==> config.mk <==
export PLATFORM = sky130hd
export DESIGN_NAME = rsi_top
export DESIGN_NICKNAME = d
export VERILOG_FILES = /design/src/inc/rsi_pkg.sv /design/src/design/rsi_sync.sv /design/src/design/rsi_top.sv
export SDC_FILE = /design/constraint.sdc
export NUM_CORES = 1
export LEC_CHECK = 0
export BUFFER_PORTS_ARGS = -buffer_cell sky130_fd_sc_hd__buf_2
export CORE_ASPECT_RATIO = 1.25
export CORE_MARGIN = 5
export CORE_UTILIZATION = 60
export CTS_BUF_LIST = sky130_fd_sc_hd__clkbuf_4 sky130_fd_sc_hd__clkbuf_8
export DETAILED_ROUTE_END_ITERATION = 12
export PLACE_DENSITY = 0.88
export SLEW_MARGIN = 10
export SYNTH_ARGS = -nofsm -noshare
export SYNTH_HDL_FRONTEND = slang
export SYNTH_SLANG_ARGS = --single-unit
==> constraint.sdc <==
create_clock -name core_clk_i -period 3.1 [get_ports core_clk_i]
set_input_delay 0.155 -clock core_clk_i [delete_from_list [all_inputs] [get_ports core_clk_i]]
set_output_delay 0.155 -clock core_clk_i [all_outputs]
set_load 0.05 [all_outputs]
==> src/inc/rsi_pkg.sv <==
// Package for the radio status indicator pin block
package rsi_pkg;
   // Register map
   localparam logic [7:0] RSI_MISC_CTRL_ADDR = 8'h04;
   localparam logic [7:0] RSI_RF_TUNE_ADDR = 8'h16;
   localparam logic [7:0] RSI_MISC_CTRL_RST = 8'h20;
   localparam logic [7:0] RSI_RF_TUNE_RST = 8'h00;
   // Field positions in radio_misc_control
   localparam int RSI_FE_EN_BIT = 7;
   localparam int RSI_STAMP_EN_BIT = 6;
   localparam int RSI_FB_IND_EN_BIT = 4;
   // Lead-time field in rf_tuning_control
   localparam int RSI_PA_LEAD_TIME_LSB = 6;
   localparam int RSI_PA_LEAD_TIME_W = 2;
   // Timing
   localparam int RSI_CLK_PERIOD_PS = 8000;
   localparam int RSI_FB_IND_DELAY_PS = 750000;
   localparam int RSI_FB_IND_CYC =
      (RSI_FB_IND_DELAY_PS + RSI_CLK_PERIOD_PS - 1) / RSI_CLK_PERIOD_PS;
   localparam int RSI_LT_STEP_PS = 2000000;
   localparam int RSI_LT_STEP_CYC = RSI_LT_STEP_PS / RSI_CLK_PERIOD_PS;
   localparam int RSI_SYMBOL_PS = 16000000;
   localparam int RSI_SYMBOL_CYC = RSI_SYMBOL_PS / RSI_CLK_PERIOD_PS;
endpackage
==> src/design/rsi_sync.sv <==
// Two-stage synchroniser for asynchronous pin inputs
`timescale 1ns/1ps
module rsi_sync
   #(parameter int W = 1)
   (
   input wire logic core_clk_i,
   input wire logic rst_b_i,
   input wire logic [W-1:0] async_i,
   output logic [W-1:0] sync_o
   );
   logic [W-1:0] meta;
   // First stage is read only by the second
   always_ff @(posedge core_clk_i)
   begin
      if (!rst_b_i)
      begin
         meta <= '0;
         sync_o <= '0;
      end
      else
      begin
         meta <= async_i;
         sync_o <= meta;
      end
   end
endmodule

==> src/design/rsi_top.sv <==
// Status indicator pins: front-end pair, rx stamp, buffer-empty indicator
`timescale 1ns/1ps
//
// Overview of operation
// - Front-end enable and busy-transmit: positive pin high, negative low.
// - Enabled, other states: positive low, negative high; swap at tx start.
// - Front-end enable clear: both front-end pins held low.
// - Trigger rise in PLL-ready enters busy-tx; modulation one symbol later.
// - Lead-time field shifts front-end pair timing relative to frame start.
// - Stamp enable: stamp pin rises on valid header, even if irq masked.
// - Stamp pin stays high until frame receive ends.
// - Stamp pin unused for stamping or antenna: driven low.
// - Buffer-empty mode after read command byte, ends on select high.
// - Buffer-empty indication valid 750 ns after last command clock.
// - Pin low when next byte available, high when not.
// - No interrupts shown while indicating; pending shown on release.
// - Receive error during read locks indication at empty.
// - Stamp plus antenna diversity: antenna pin antenna only, stamp pin.
// - Buffer-empty enable bit: 0 disabled, 1 enabled.
module rsi_top
   import rsi_pkg::*;
   #(parameter int LT_STEP_CYC = RSI_LT_STEP_CYC,
     parameter int SYMBOL_CYC = RSI_SYMBOL_CYC)
   (
   input wire logic core_clk_i,
   input wire logic rst_b_i,
   input wire logic reg_wr_i,
   input wire logic [7:0] reg_addr_i,
   input wire logic [7:0] reg_wdata_i,
   output logic [7:0] reg_rdata_o,
   input wire logic pll_ready_i,
   input wire logic sleep_tx_trigger_i,
   input wire logic tx_done_i,
   output logic busy_tx_o,
   output logic modulate_o,
   input wire logic phr_valid_i,
   input wire logic rx_end_i,
   input wire logic ant_div_en_i,
   input wire logic ant_sel_i,
   input wire logic fb_read_cmd_i,
   input wire logic spi_sel_b_i,
   input wire logic fb_byte_avail_i,
   input wire logic rx_error_i,
   input wire logic irq_line_i,
   output logic irq_pin_o,
   output logic antenna_sel_pin_o,
   output logic rx_stamp_pin_o,
   output logic fe_ctrl_pos_pin_o,
   output logic fe_ctrl_neg_pin_o
   );
   // ============================================================
   // Registers
   logic [7:0] radio_misc_control;
   logic [7:0] rf_tuning_control;
   logic fe_en, stamp_en, fb_en;
   logic [RSI_PA_LEAD_TIME_W-1:0] pa_lead_time;
   assign fe_en = radio_misc_control[RSI_FE_EN_BIT];
   assign stamp_en = radio_misc_control[RSI_STAMP_EN_BIT];
   assign fb_en = radio_misc_control[RSI_FB_IND_EN_BIT];
   assign pa_lead_time = rf_tuning_control[RSI_PA_LEAD_TIME_LSB +: RSI_PA_LEAD_TIME_W];

   // Register writes; all bits stored whole
   // Full byte kept
   always_ff @(posedge core_clk_i)
   begin
      if (!rst_b_i)
      begin
         radio_misc_control <= RSI_MISC_CTRL_RST;
         rf_tuning_control <= RSI_RF_TUNE_RST;
      end
      else if (reg_wr_i && reg_addr_i == RSI_MISC_CTRL_ADDR)
         radio_misc_control <= reg_wdata_i;
      else if (reg_wr_i && reg_addr_i == RSI_RF_TUNE_ADDR)
         rf_tuning_control <= reg_wdata_i;
   end

   // Read data registered; unmapped reads zero
   always_ff @(posedge core_clk_i)
   begin
      if (!rst_b_i)
         reg_rdata_o <= 8'h00;
      else if (reg_addr_i == RSI_MISC_CTRL_ADDR)
         reg_rdata_o <= radio_misc_control;
      else if (reg_addr_i == RSI_RF_TUNE_ADDR)
         reg_rdata_o <= rf_tuning_control;
      else
         reg_rdata_o <= 8'h00;
   end

   // ============================================================
   // Pin synchronisers; select passes inverted so reset reads as idle
   logic trig_s, sel_s, sel_b_s, trig_d;
   rsi_sync #(.W(2)) u_sync (
      .core_clk_i(core_clk_i),
      .rst_b_i(rst_b_i),
      .async_i({sleep_tx_trigger_i, ~spi_sel_b_i}),
      .sync_o({trig_s, sel_s})
   );
   assign sel_b_s = ~sel_s;

   // ============================================================
   // Transmit start sequence
   logic [15:0] sym_cnt;
   logic tx_start;
   assign tx_start = trig_s && !trig_d && pll_ready_i && !busy_tx_o;

   // Enter busy-tx, modulate one symbol later
   always_ff @(posedge core_clk_i)
   begin
      if (!rst_b_i)
      begin
         trig_d <= 1'b0;
         busy_tx_o <= 1'b0;
         modulate_o <= 1'b0;
         sym_cnt <= 16'h0000;
      end
      else
      begin
         trig_d <= trig_s;
         if (tx_start)
         begin
            busy_tx_o <= 1'b1;
            sym_cnt <= 16'h0000;
         end
         else if (busy_tx_o && tx_done_i)
         begin
            busy_tx_o <= 1'b0;
            modulate_o <= 1'b0;
         end
         else if (busy_tx_o && !modulate_o)
         begin
            if (sym_cnt == 16'(SYMBOL_CYC - 1))
               modulate_o <= 1'b1;
            sym_cnt <= sym_cnt + 16'h0001;
         end
      end
   end

   // ============================================================
   // Front-end pair; lead time delays assertion after tx start
   logic fe_tx;
   logic [15:0] lt_target;
   assign lt_target = 16'(int'(pa_lead_time) * LT_STEP_CYC);

   always_ff @(posedge core_clk_i)
   begin
      if (!rst_b_i)
         fe_tx <= 1'b0;
      else if (!busy_tx_o || tx_done_i) // Drop with the done strobe
         fe_tx <= 1'b0;
      else if (sym_cnt >= lt_target || modulate_o)
         fe_tx <= 1'b1;
   end

   always_ff @(posedge core_clk_i)
   begin
      if (!rst_b_i)
      begin
         fe_ctrl_pos_pin_o <= 1'b0;
         fe_ctrl_neg_pin_o <= 1'b0;
      end
      else
      begin
         fe_ctrl_pos_pin_o <= fe_en && fe_tx;
         fe_ctrl_neg_pin_o <= fe_en && !fe_tx;
      end
   end

   // ============================================================
   // Receive timestamp and antenna pins
   logic stamp_hold;
   // Rise on header, fall at frame end
   always_ff @(posedge core_clk_i)
   begin
      if (!rst_b_i)
         stamp_hold <= 1'b0;
      else if (rx_end_i)
         stamp_hold <= 1'b0;
      else if (phr_valid_i && stamp_en)
         stamp_hold <= 1'b1;
   end

   always_ff @(posedge core_clk_i)
   begin
      if (!rst_b_i)
      begin
         rx_stamp_pin_o <= 1'b0;
         antenna_sel_pin_o <= 1'b0;
      end
      else
      begin
         antenna_sel_pin_o <= ant_div_en_i && ant_sel_i;
         if (stamp_en)
            rx_stamp_pin_o <= stamp_hold;
         else
            rx_stamp_pin_o <= ant_div_en_i && !ant_sel_i;
      end
   end

   // ============================================================
   // Buffer-empty indicator
   logic fb_mode, fb_valid, fb_lock;
   logic [7:0] fb_cnt;
   // Mode entered on command, left on select high
   always_ff @(posedge core_clk_i)
   begin
      if (!rst_b_i)
      begin
         fb_mode <= 1'b0;
         fb_cnt <= 8'h00;
         fb_valid <= 1'b0;
      end
      else if (sel_b_s)
      begin
         fb_mode <= 1'b0;
         fb_valid <= 1'b0;
      end
      else if (fb_read_cmd_i && fb_en)
      begin
         fb_mode <= 1'b1;
         fb_cnt <= 8'h00;
         fb_valid <= 1'b0;
      end
      else if (fb_mode && !fb_valid)
      begin
         if (fb_cnt == 8'(RSI_FB_IND_CYC - 1))
            fb_valid <= 1'b1;
         fb_cnt <= fb_cnt + 8'h01;
      end
   end

   always_ff @(posedge core_clk_i)
   begin
      if (!rst_b_i)
         fb_lock <= 1'b0;
      else if (!fb_mode || sel_b_s) // Clear with mode, irq shows at once
         fb_lock <= 1'b0;
      else if (rx_error_i)
         fb_lock <= 1'b1;
   end

   // Pin: empty flag in mode, else irq at once
   always_comb
   begin
      if (fb_mode)
         irq_pin_o = !fb_valid || fb_lock || !fb_byte_avail_i;
      else
         irq_pin_o = irq_line_i;
   end

   // ============================================================
   // Checks
   fe_off_a:
      assert property (@(posedge core_clk_i) disable iff (!rst_b_i)
         !fe_en |=> !fe_ctrl_pos_pin_o && !fe_ctrl_neg_pin_o)
      else $error("front-end pins not low when disabled");
   fe_tx_a:
      assert property (@(posedge core_clk_i) disable iff (!rst_b_i)
         fe_en && modulate_o |=> fe_ctrl_pos_pin_o && !fe_ctrl_neg_pin_o)
      else $error("front-end pair wrong in transmit");
   fe_idle_a:
      assert property (@(posedge core_clk_i) disable iff (!rst_b_i)
         fe_en && !busy_tx_o |=> !fe_ctrl_pos_pin_o && fe_ctrl_neg_pin_o)
      else $error("front-end pair wrong when idle");
   tx_mod_a:
      assert property (@(posedge core_clk_i) disable iff (!rst_b_i)
         tx_start && !tx_done_i ##1 (!tx_done_i)[*8] |-> !modulate_o)
      else $error("modulation started too early");
   stamp_rise_a:
      assert property (@(posedge core_clk_i) disable iff (!rst_b_i)
         phr_valid_i && stamp_en && !rx_end_i ##1 stamp_en
         |=> rx_stamp_pin_o)
      else $error("stamp pin did not rise");
   stamp_hold_a:
      assert property (@(posedge core_clk_i) disable iff (!rst_b_i)
         rx_stamp_pin_o && stamp_en && $past(stamp_en) && !$past(rx_end_i)
         |=> rx_stamp_pin_o)
      else $error("stamp dropped before frame end");
   fb_early_a:
      assert property (@(posedge core_clk_i) disable iff (!rst_b_i)
         $rose(fb_mode) |-> irq_pin_o [*8])
      else $error("buffer indication valid too early");
   fb_lock_a:
      assert property (@(posedge core_clk_i) disable iff (!rst_b_i)
         fb_lock |-> irq_pin_o)
      else $error("locked indication not empty");
   fb_exit_a:
      assert property (@(posedge core_clk_i) disable iff (!rst_b_i)
         sel_b_s |=> irq_pin_o == irq_line_i)
      else $error("interrupt not restored on release");
   tx_c: cover property (@(posedge core_clk_i) tx_start ##[1:300] modulate_o);
   stamp_c: cover property (@(posedge core_clk_i) $rose(rx_stamp_pin_o));
   fb_c: cover property (@(posedge core_clk_i) fb_valid && !irq_pin_o);
endmodule

# Yosys cells after proc, flatten, opt, wreduce, memory -nomap -nowiden
# Cells that the tools add are included.
# classes
n_addsub	2
multipliers	1
div	0
order_cmp	1
n_eq_ne	4
shifts	0
mux	11
bitwise	6
reduce_logical	42
# ops
cell	n
8-bit 2-to-1 mux	4
16-bit by 1-bit adder with 16-bit output (second input constant)	1
16-bit by 11-bit == test with 1-bit output (second input constant)	1
16-bit by 10-bit greater-or-equal comparator with 1-bit output	1
1-bit logical AND	14
2-bit AND reduction	5
2-bit by 7-bit multiplier with 9-bit output (second input constant)	1
8-bit by 1-bit adder with 8-bit output (second input constant)	1
8-bit by 3-bit == test with 1-bit output (second input constant)	1
8-bit by 5-bit == test with 1-bit output (second input constant)	1
8-bit by 7-bit == test with 1-bit output (second input constant)	1
1-bit zero test	8
2-bit nonzero test	4
2-bit OR reduction	4
1-bit 2-to-1 mux	7
1-bit NOT	6
1-bit logical OR	5
3-bit AND reduction	1
3-bit OR reduction	1
# totals
ff_bits	64
latchBits	0
ram_bits	0
mem_bits_ro	0
input_bits	31
output_inout_bits	15
wordCells	86
mem_count	0

# Logic depth before layout (Yosys ltp)
# depth
ltp_word	6
ltp_mapped	8
depth_no_buf	8

# Hierarchy
# Synthesis repeated with hierarchy kept, for this count alone.
# unflattened
cells_unflattened	314
hier_area_um2	2816.5
# by_module_without_submodules
mod	n_inst	cells_per_inst	area_per_inst_um2
rsi_top	1	306	2711.4
rsi_sync	1	8	105.1

# Worst setup path before layout
# OpenSTA, ideal clock, no wires.
# synth_path
path_type	reg-to-reg
from	register busy_tx_o
to	register sym_cnt[14]
setup_ps	71
arrival_time_ps	2123
required_time_ps	3029
path_slack_ps	906
path_stages_with_launch	5
cell_sequence	dfxtp_1 -> or3b_4 -> or3_4 -> or4_1 -> a21oi_1
# synth_between
elab_chain_cells	3
word_cells_on_any_way	7
classes_between	1 x bitwise; 6 x reduce/logical
# synth_lines
item	line_no	text
start, declared	rsi_top.sv:34	output logic busy_tx_o,
start signal, assigned	rsi_top.sv:113	busy_tx_o <= 1'b0;
start signal, assigned	rsi_top.sv:122	busy_tx_o <= 1'b1;
start signal, assigned	rsi_top.sv:127	busy_tx_o <= 1'b0;
1-bit zero test / 1-bit logical AND (equally long branches)	rsi_top.sv:105, rsi_top.sv:125	
1-bit logical AND / 1-bit NOT (equally long branches)	n/a	
2-bit OR reduction (no line) / 2-bit AND reduction (equally long branches)	n/a	
end signal, assigned	rsi_top.sv:134	sym_cnt <= sym_cnt + 16'h0001;
end, declared	rsi_top.sv:103	logic [15:0] sym_cnt;
# Parallel ways exist; a longest one is shown, timed or not.
# A chain may end at the register's enable or synchronous reset.

# Final worst setup path
# Same ends and word-level chain as after synthesis.

==> reports/metrics.yaml <==
final_layout:
  nets: 408
  area.growth.synth_to_final_pct: 17.9
  drive_above_1_share: 0.183
  nFillCells: 363
  diodes: 0
  postLayoutCellArea_sq_mm: 0.00330
die:
  io_pins: 46
  die-area_sq_mm: 0.00615
  start_util: 0.629
  die_width_um: 71.1
  die_h_um: 86.4
  core-area_sq_mm: 0.00446
  core.rowCount: 27
clock_network:
  clk_pin_slew_worst_paths_ns: 0.07
  clk_latency_ns: 0.35
  cts_htree_levels: 3
  cts_tree: "built"
  cts_buffer_depth: 2
  clockRootBuffer: "clkbuf_8"
  post_cts_resized: 0
  cts_sinks: 64
  cts-buffers-inserted: 9
power:
  p_total_w: 0.00170
  p_per_area_mw_per_mm2: 514
  vdd_drop_max_v: 0.000312
  leakage_nw: 1.32
setup_path:
  cp.required_ns: 3.37
  worstSetupPathType: "reg -> reg"
  critPathCaptureType: "register"
  critPathLaunchType: "register"
  crit_fanout: 8
  worst_ep_arrival_time_ns: 2.24
sta:
  fin_crit_sh: 0.638
  drv_slew: 0
  period_minus_slack_ns: 1.98
  fin_skew_ns: 0.00765
  setup_ws_ns: 1.12
  setup_viol: 0
  fmax_ghz: 0.505
  hold_violations: 0
  timing.setup.tns_ns: 0
  slew_headroom: 0.605
  rsz0062_at_grt: "false"
  worst_pin_slew_ns: 0.590
yosys:
  synthCells: 315
  async_flop_share: 0
  synth_fp_nets: 362
  synth.distinct_cells: 41
  synth-seq-area-share: 0.457
  syn_area_sq_mm: 0.00280
  synth_seq_cells: 64
  synth_ff_type: "dfxtp_1"
  synth_edf_count: 0
  yosysWarnings: 0
  syn-mean-instance-area_sq_um: 8.90
drt:
  wl_mm: 6.10
  vias: 2378
  ant_nets: 0
  wire_per_inst_um: 14.4
  drc: 0
  drt-initial-drc-count: 171
  vias_per_cell: 5.61
  first_pass_iters: 4
place:
  dp_slack_ns: 1.16
  globalplace.congestion: 0.839
  hpwl_mm: 4.43
  placed_area_sq_mm: 0.00306
  io_buffers: 45
flow_run:
  cap_violations: 0
global_routing:
  antenna_found_initial: 0
  grtUsageTotal: 0.213
  grt_max_degree: 36
  grt_pass1_wl_mm: 10.5
  first_global_vias: 2373
  overflow: 0
outcome:
  outcome: "finished clean"
worst_hold_path:
  min_path_type: "in -> reg"
## worst max-delay path, stage by stage (launching register included)
cell and delay (ns):
dfxtp_1 0.42, or3b_4 0.43, or3_4 0.41, or4_1 0.49, a21oi_1 0.15
## final timing paths
check                                   startpoint               end  slack (ns)  cells past startpoint
worst max register to register           busy_tx_o       sym_cnt[14]        1.12                      4
worst max-delay path                     busy_tx_o       sym_cnt[14]        1.12                      4
worst min-delay path            sleep_tx_trigger_i    u_sync.meta[1]        0.01                      2
worst min register to register      u_sync.meta[1]  u_sync.sync_o[1]        0.43                      1
## state kept, by name, indices dropped and copies added (netlist names)
signal / flops
antenna_sel_pin_o: 1
busy_tx_o: 1
fb_cnt: 8
fb_lock: 1
fb_mode: 1
fb_valid: 1
fe_ctrl_neg_pin_o: 1
fe_ctrl_pos_pin_o: 1
fe_tx: 1
modulate_o: 1
radio_misc_control: 8
reg_rdata_o: 8
rf_tuning_control: 8
rx_stamp_pin_o: 1
stamp_hold: 1
sym_cnt: 16
trig_d: 1
u_sync.meta: 2
u_sync.sync_o: 2
## layout make-up
| class | instances | area, sq um | area share |
|---|---|---|---|
| Multi-Input combinational cell | 228 | 1440 | 0.434 |
| Timing Repair Buffer | 48 | 253 | 0.0765 |
| Tap cell | 58 | 72.6 | 0.0220 |
| Clock inverter | 3 | 65.1 | 0.0197 |
| Inverter | 10 | 37.5 | 0.0114 |
| Clock buffer | 13 | 160 | 0.0485 |
| Sequential cell | 64 | 1280 | 0.388 |
## power by group
group,total [W],switching (W),internal [W]
Sequential,0.000830,0.00000314,0.000827
Combinational,0.0000636,0.0000371,0.0000265
Clock,0.000807,0.000306,0.000501
Total,0.00170,0.000346,0.00135
## placed cells by master, fill, tap and decap left out, types with 9 or more instances in the layout
cell,n
dfxtp_1,64
buf_2,45
nand2_1,28
nor2_1,23
o21ai_0,23
nand3_1,22
ha_1,16
a21oi_1,14
nor2b_1,13
inv_1,10
clkbuf_8,10
a22oi_1,9
## synth_stat cells, drive strengths merged, types with 3 or more instances
| cell | number | share of area |
|---|---|---|
| dfxtp | 64 | 0.46 |
| nand2 | 28 | 0.037 |
| nor2 | 23 | 0.031 |
| o21ai | 23 | 0.041 |
| nand3 | 22 | 0.039 |
| ha | 16 | 0.071 |
| a21oi | 14 | 0.025 |
| nor2b | 13 | 0.029 |
| clkbuf | 12 | 0.016 |
| inv | 10 | 0.013 |
| a22oi | 9 | 0.024 |
| and2 | 8 | 0.018 |
| xor2 | 7 | 0.022 |
| nor4 | 6 | 0.013 |
| or3 | 6 | 0.015 |
| xnor2 | 6 | 0.019 |
| and3 | 5 | 0.011 |
| nand4 | 5 | 0.011 |
| or4 | 5 | 0.013 |
| o31ai | 4 | 0.011 |
| o2111ai | 3 | 0.0094 |
## kinds of logic after synthesis
| kind of cell | Yosys count | share of synthesized area |
|---|---|---|
| AO/OA/AOI/OAI | 64 | 0.142 |
| buffers and inverters | 23 | 0.0308 |
| AND/OR/NAND/NOR | 134 | 0.254 |
| flip-flops | 64 | 0.457 |
| multiplexers | 1 | 0.00357 |
| XOR/XNOR | 13 | 0.0406 |
| adder cells (fa/ha/maj) | 16 | 0.0714 |
## stage by stage
| step | std cells | hold WS, ns | utilization |
|---|---|---|---|
| after CTS | 424 | 0.0131 | 0.741 |
| final | 424 | 0.0111 | 0.741 |
| after floorplan | 315 | 0.227 | - |
| after global placement | 406 | 0.316 | 0.686 |
| after detailed placement | 406 | 0.320 | 0.686 |
| after global routing | 424 | 0.0140 | 0.741 |
## layer usage
layer	up-vias	GRT usage	share of wire
met5	-	0	0
met4	0	0.0752	0.0087
met3	4	0.0592	0.050
met2	68	0.386	0.53
met1	1093	0.238	0.41
li1	1213	-	-
## repair_timing
action	4_1_cts	5_1_grt
endpoints found under the hold margin	2	0
buffers inserted	0	0
hold buffers	2	0
(Power assumes the default switching activity.)
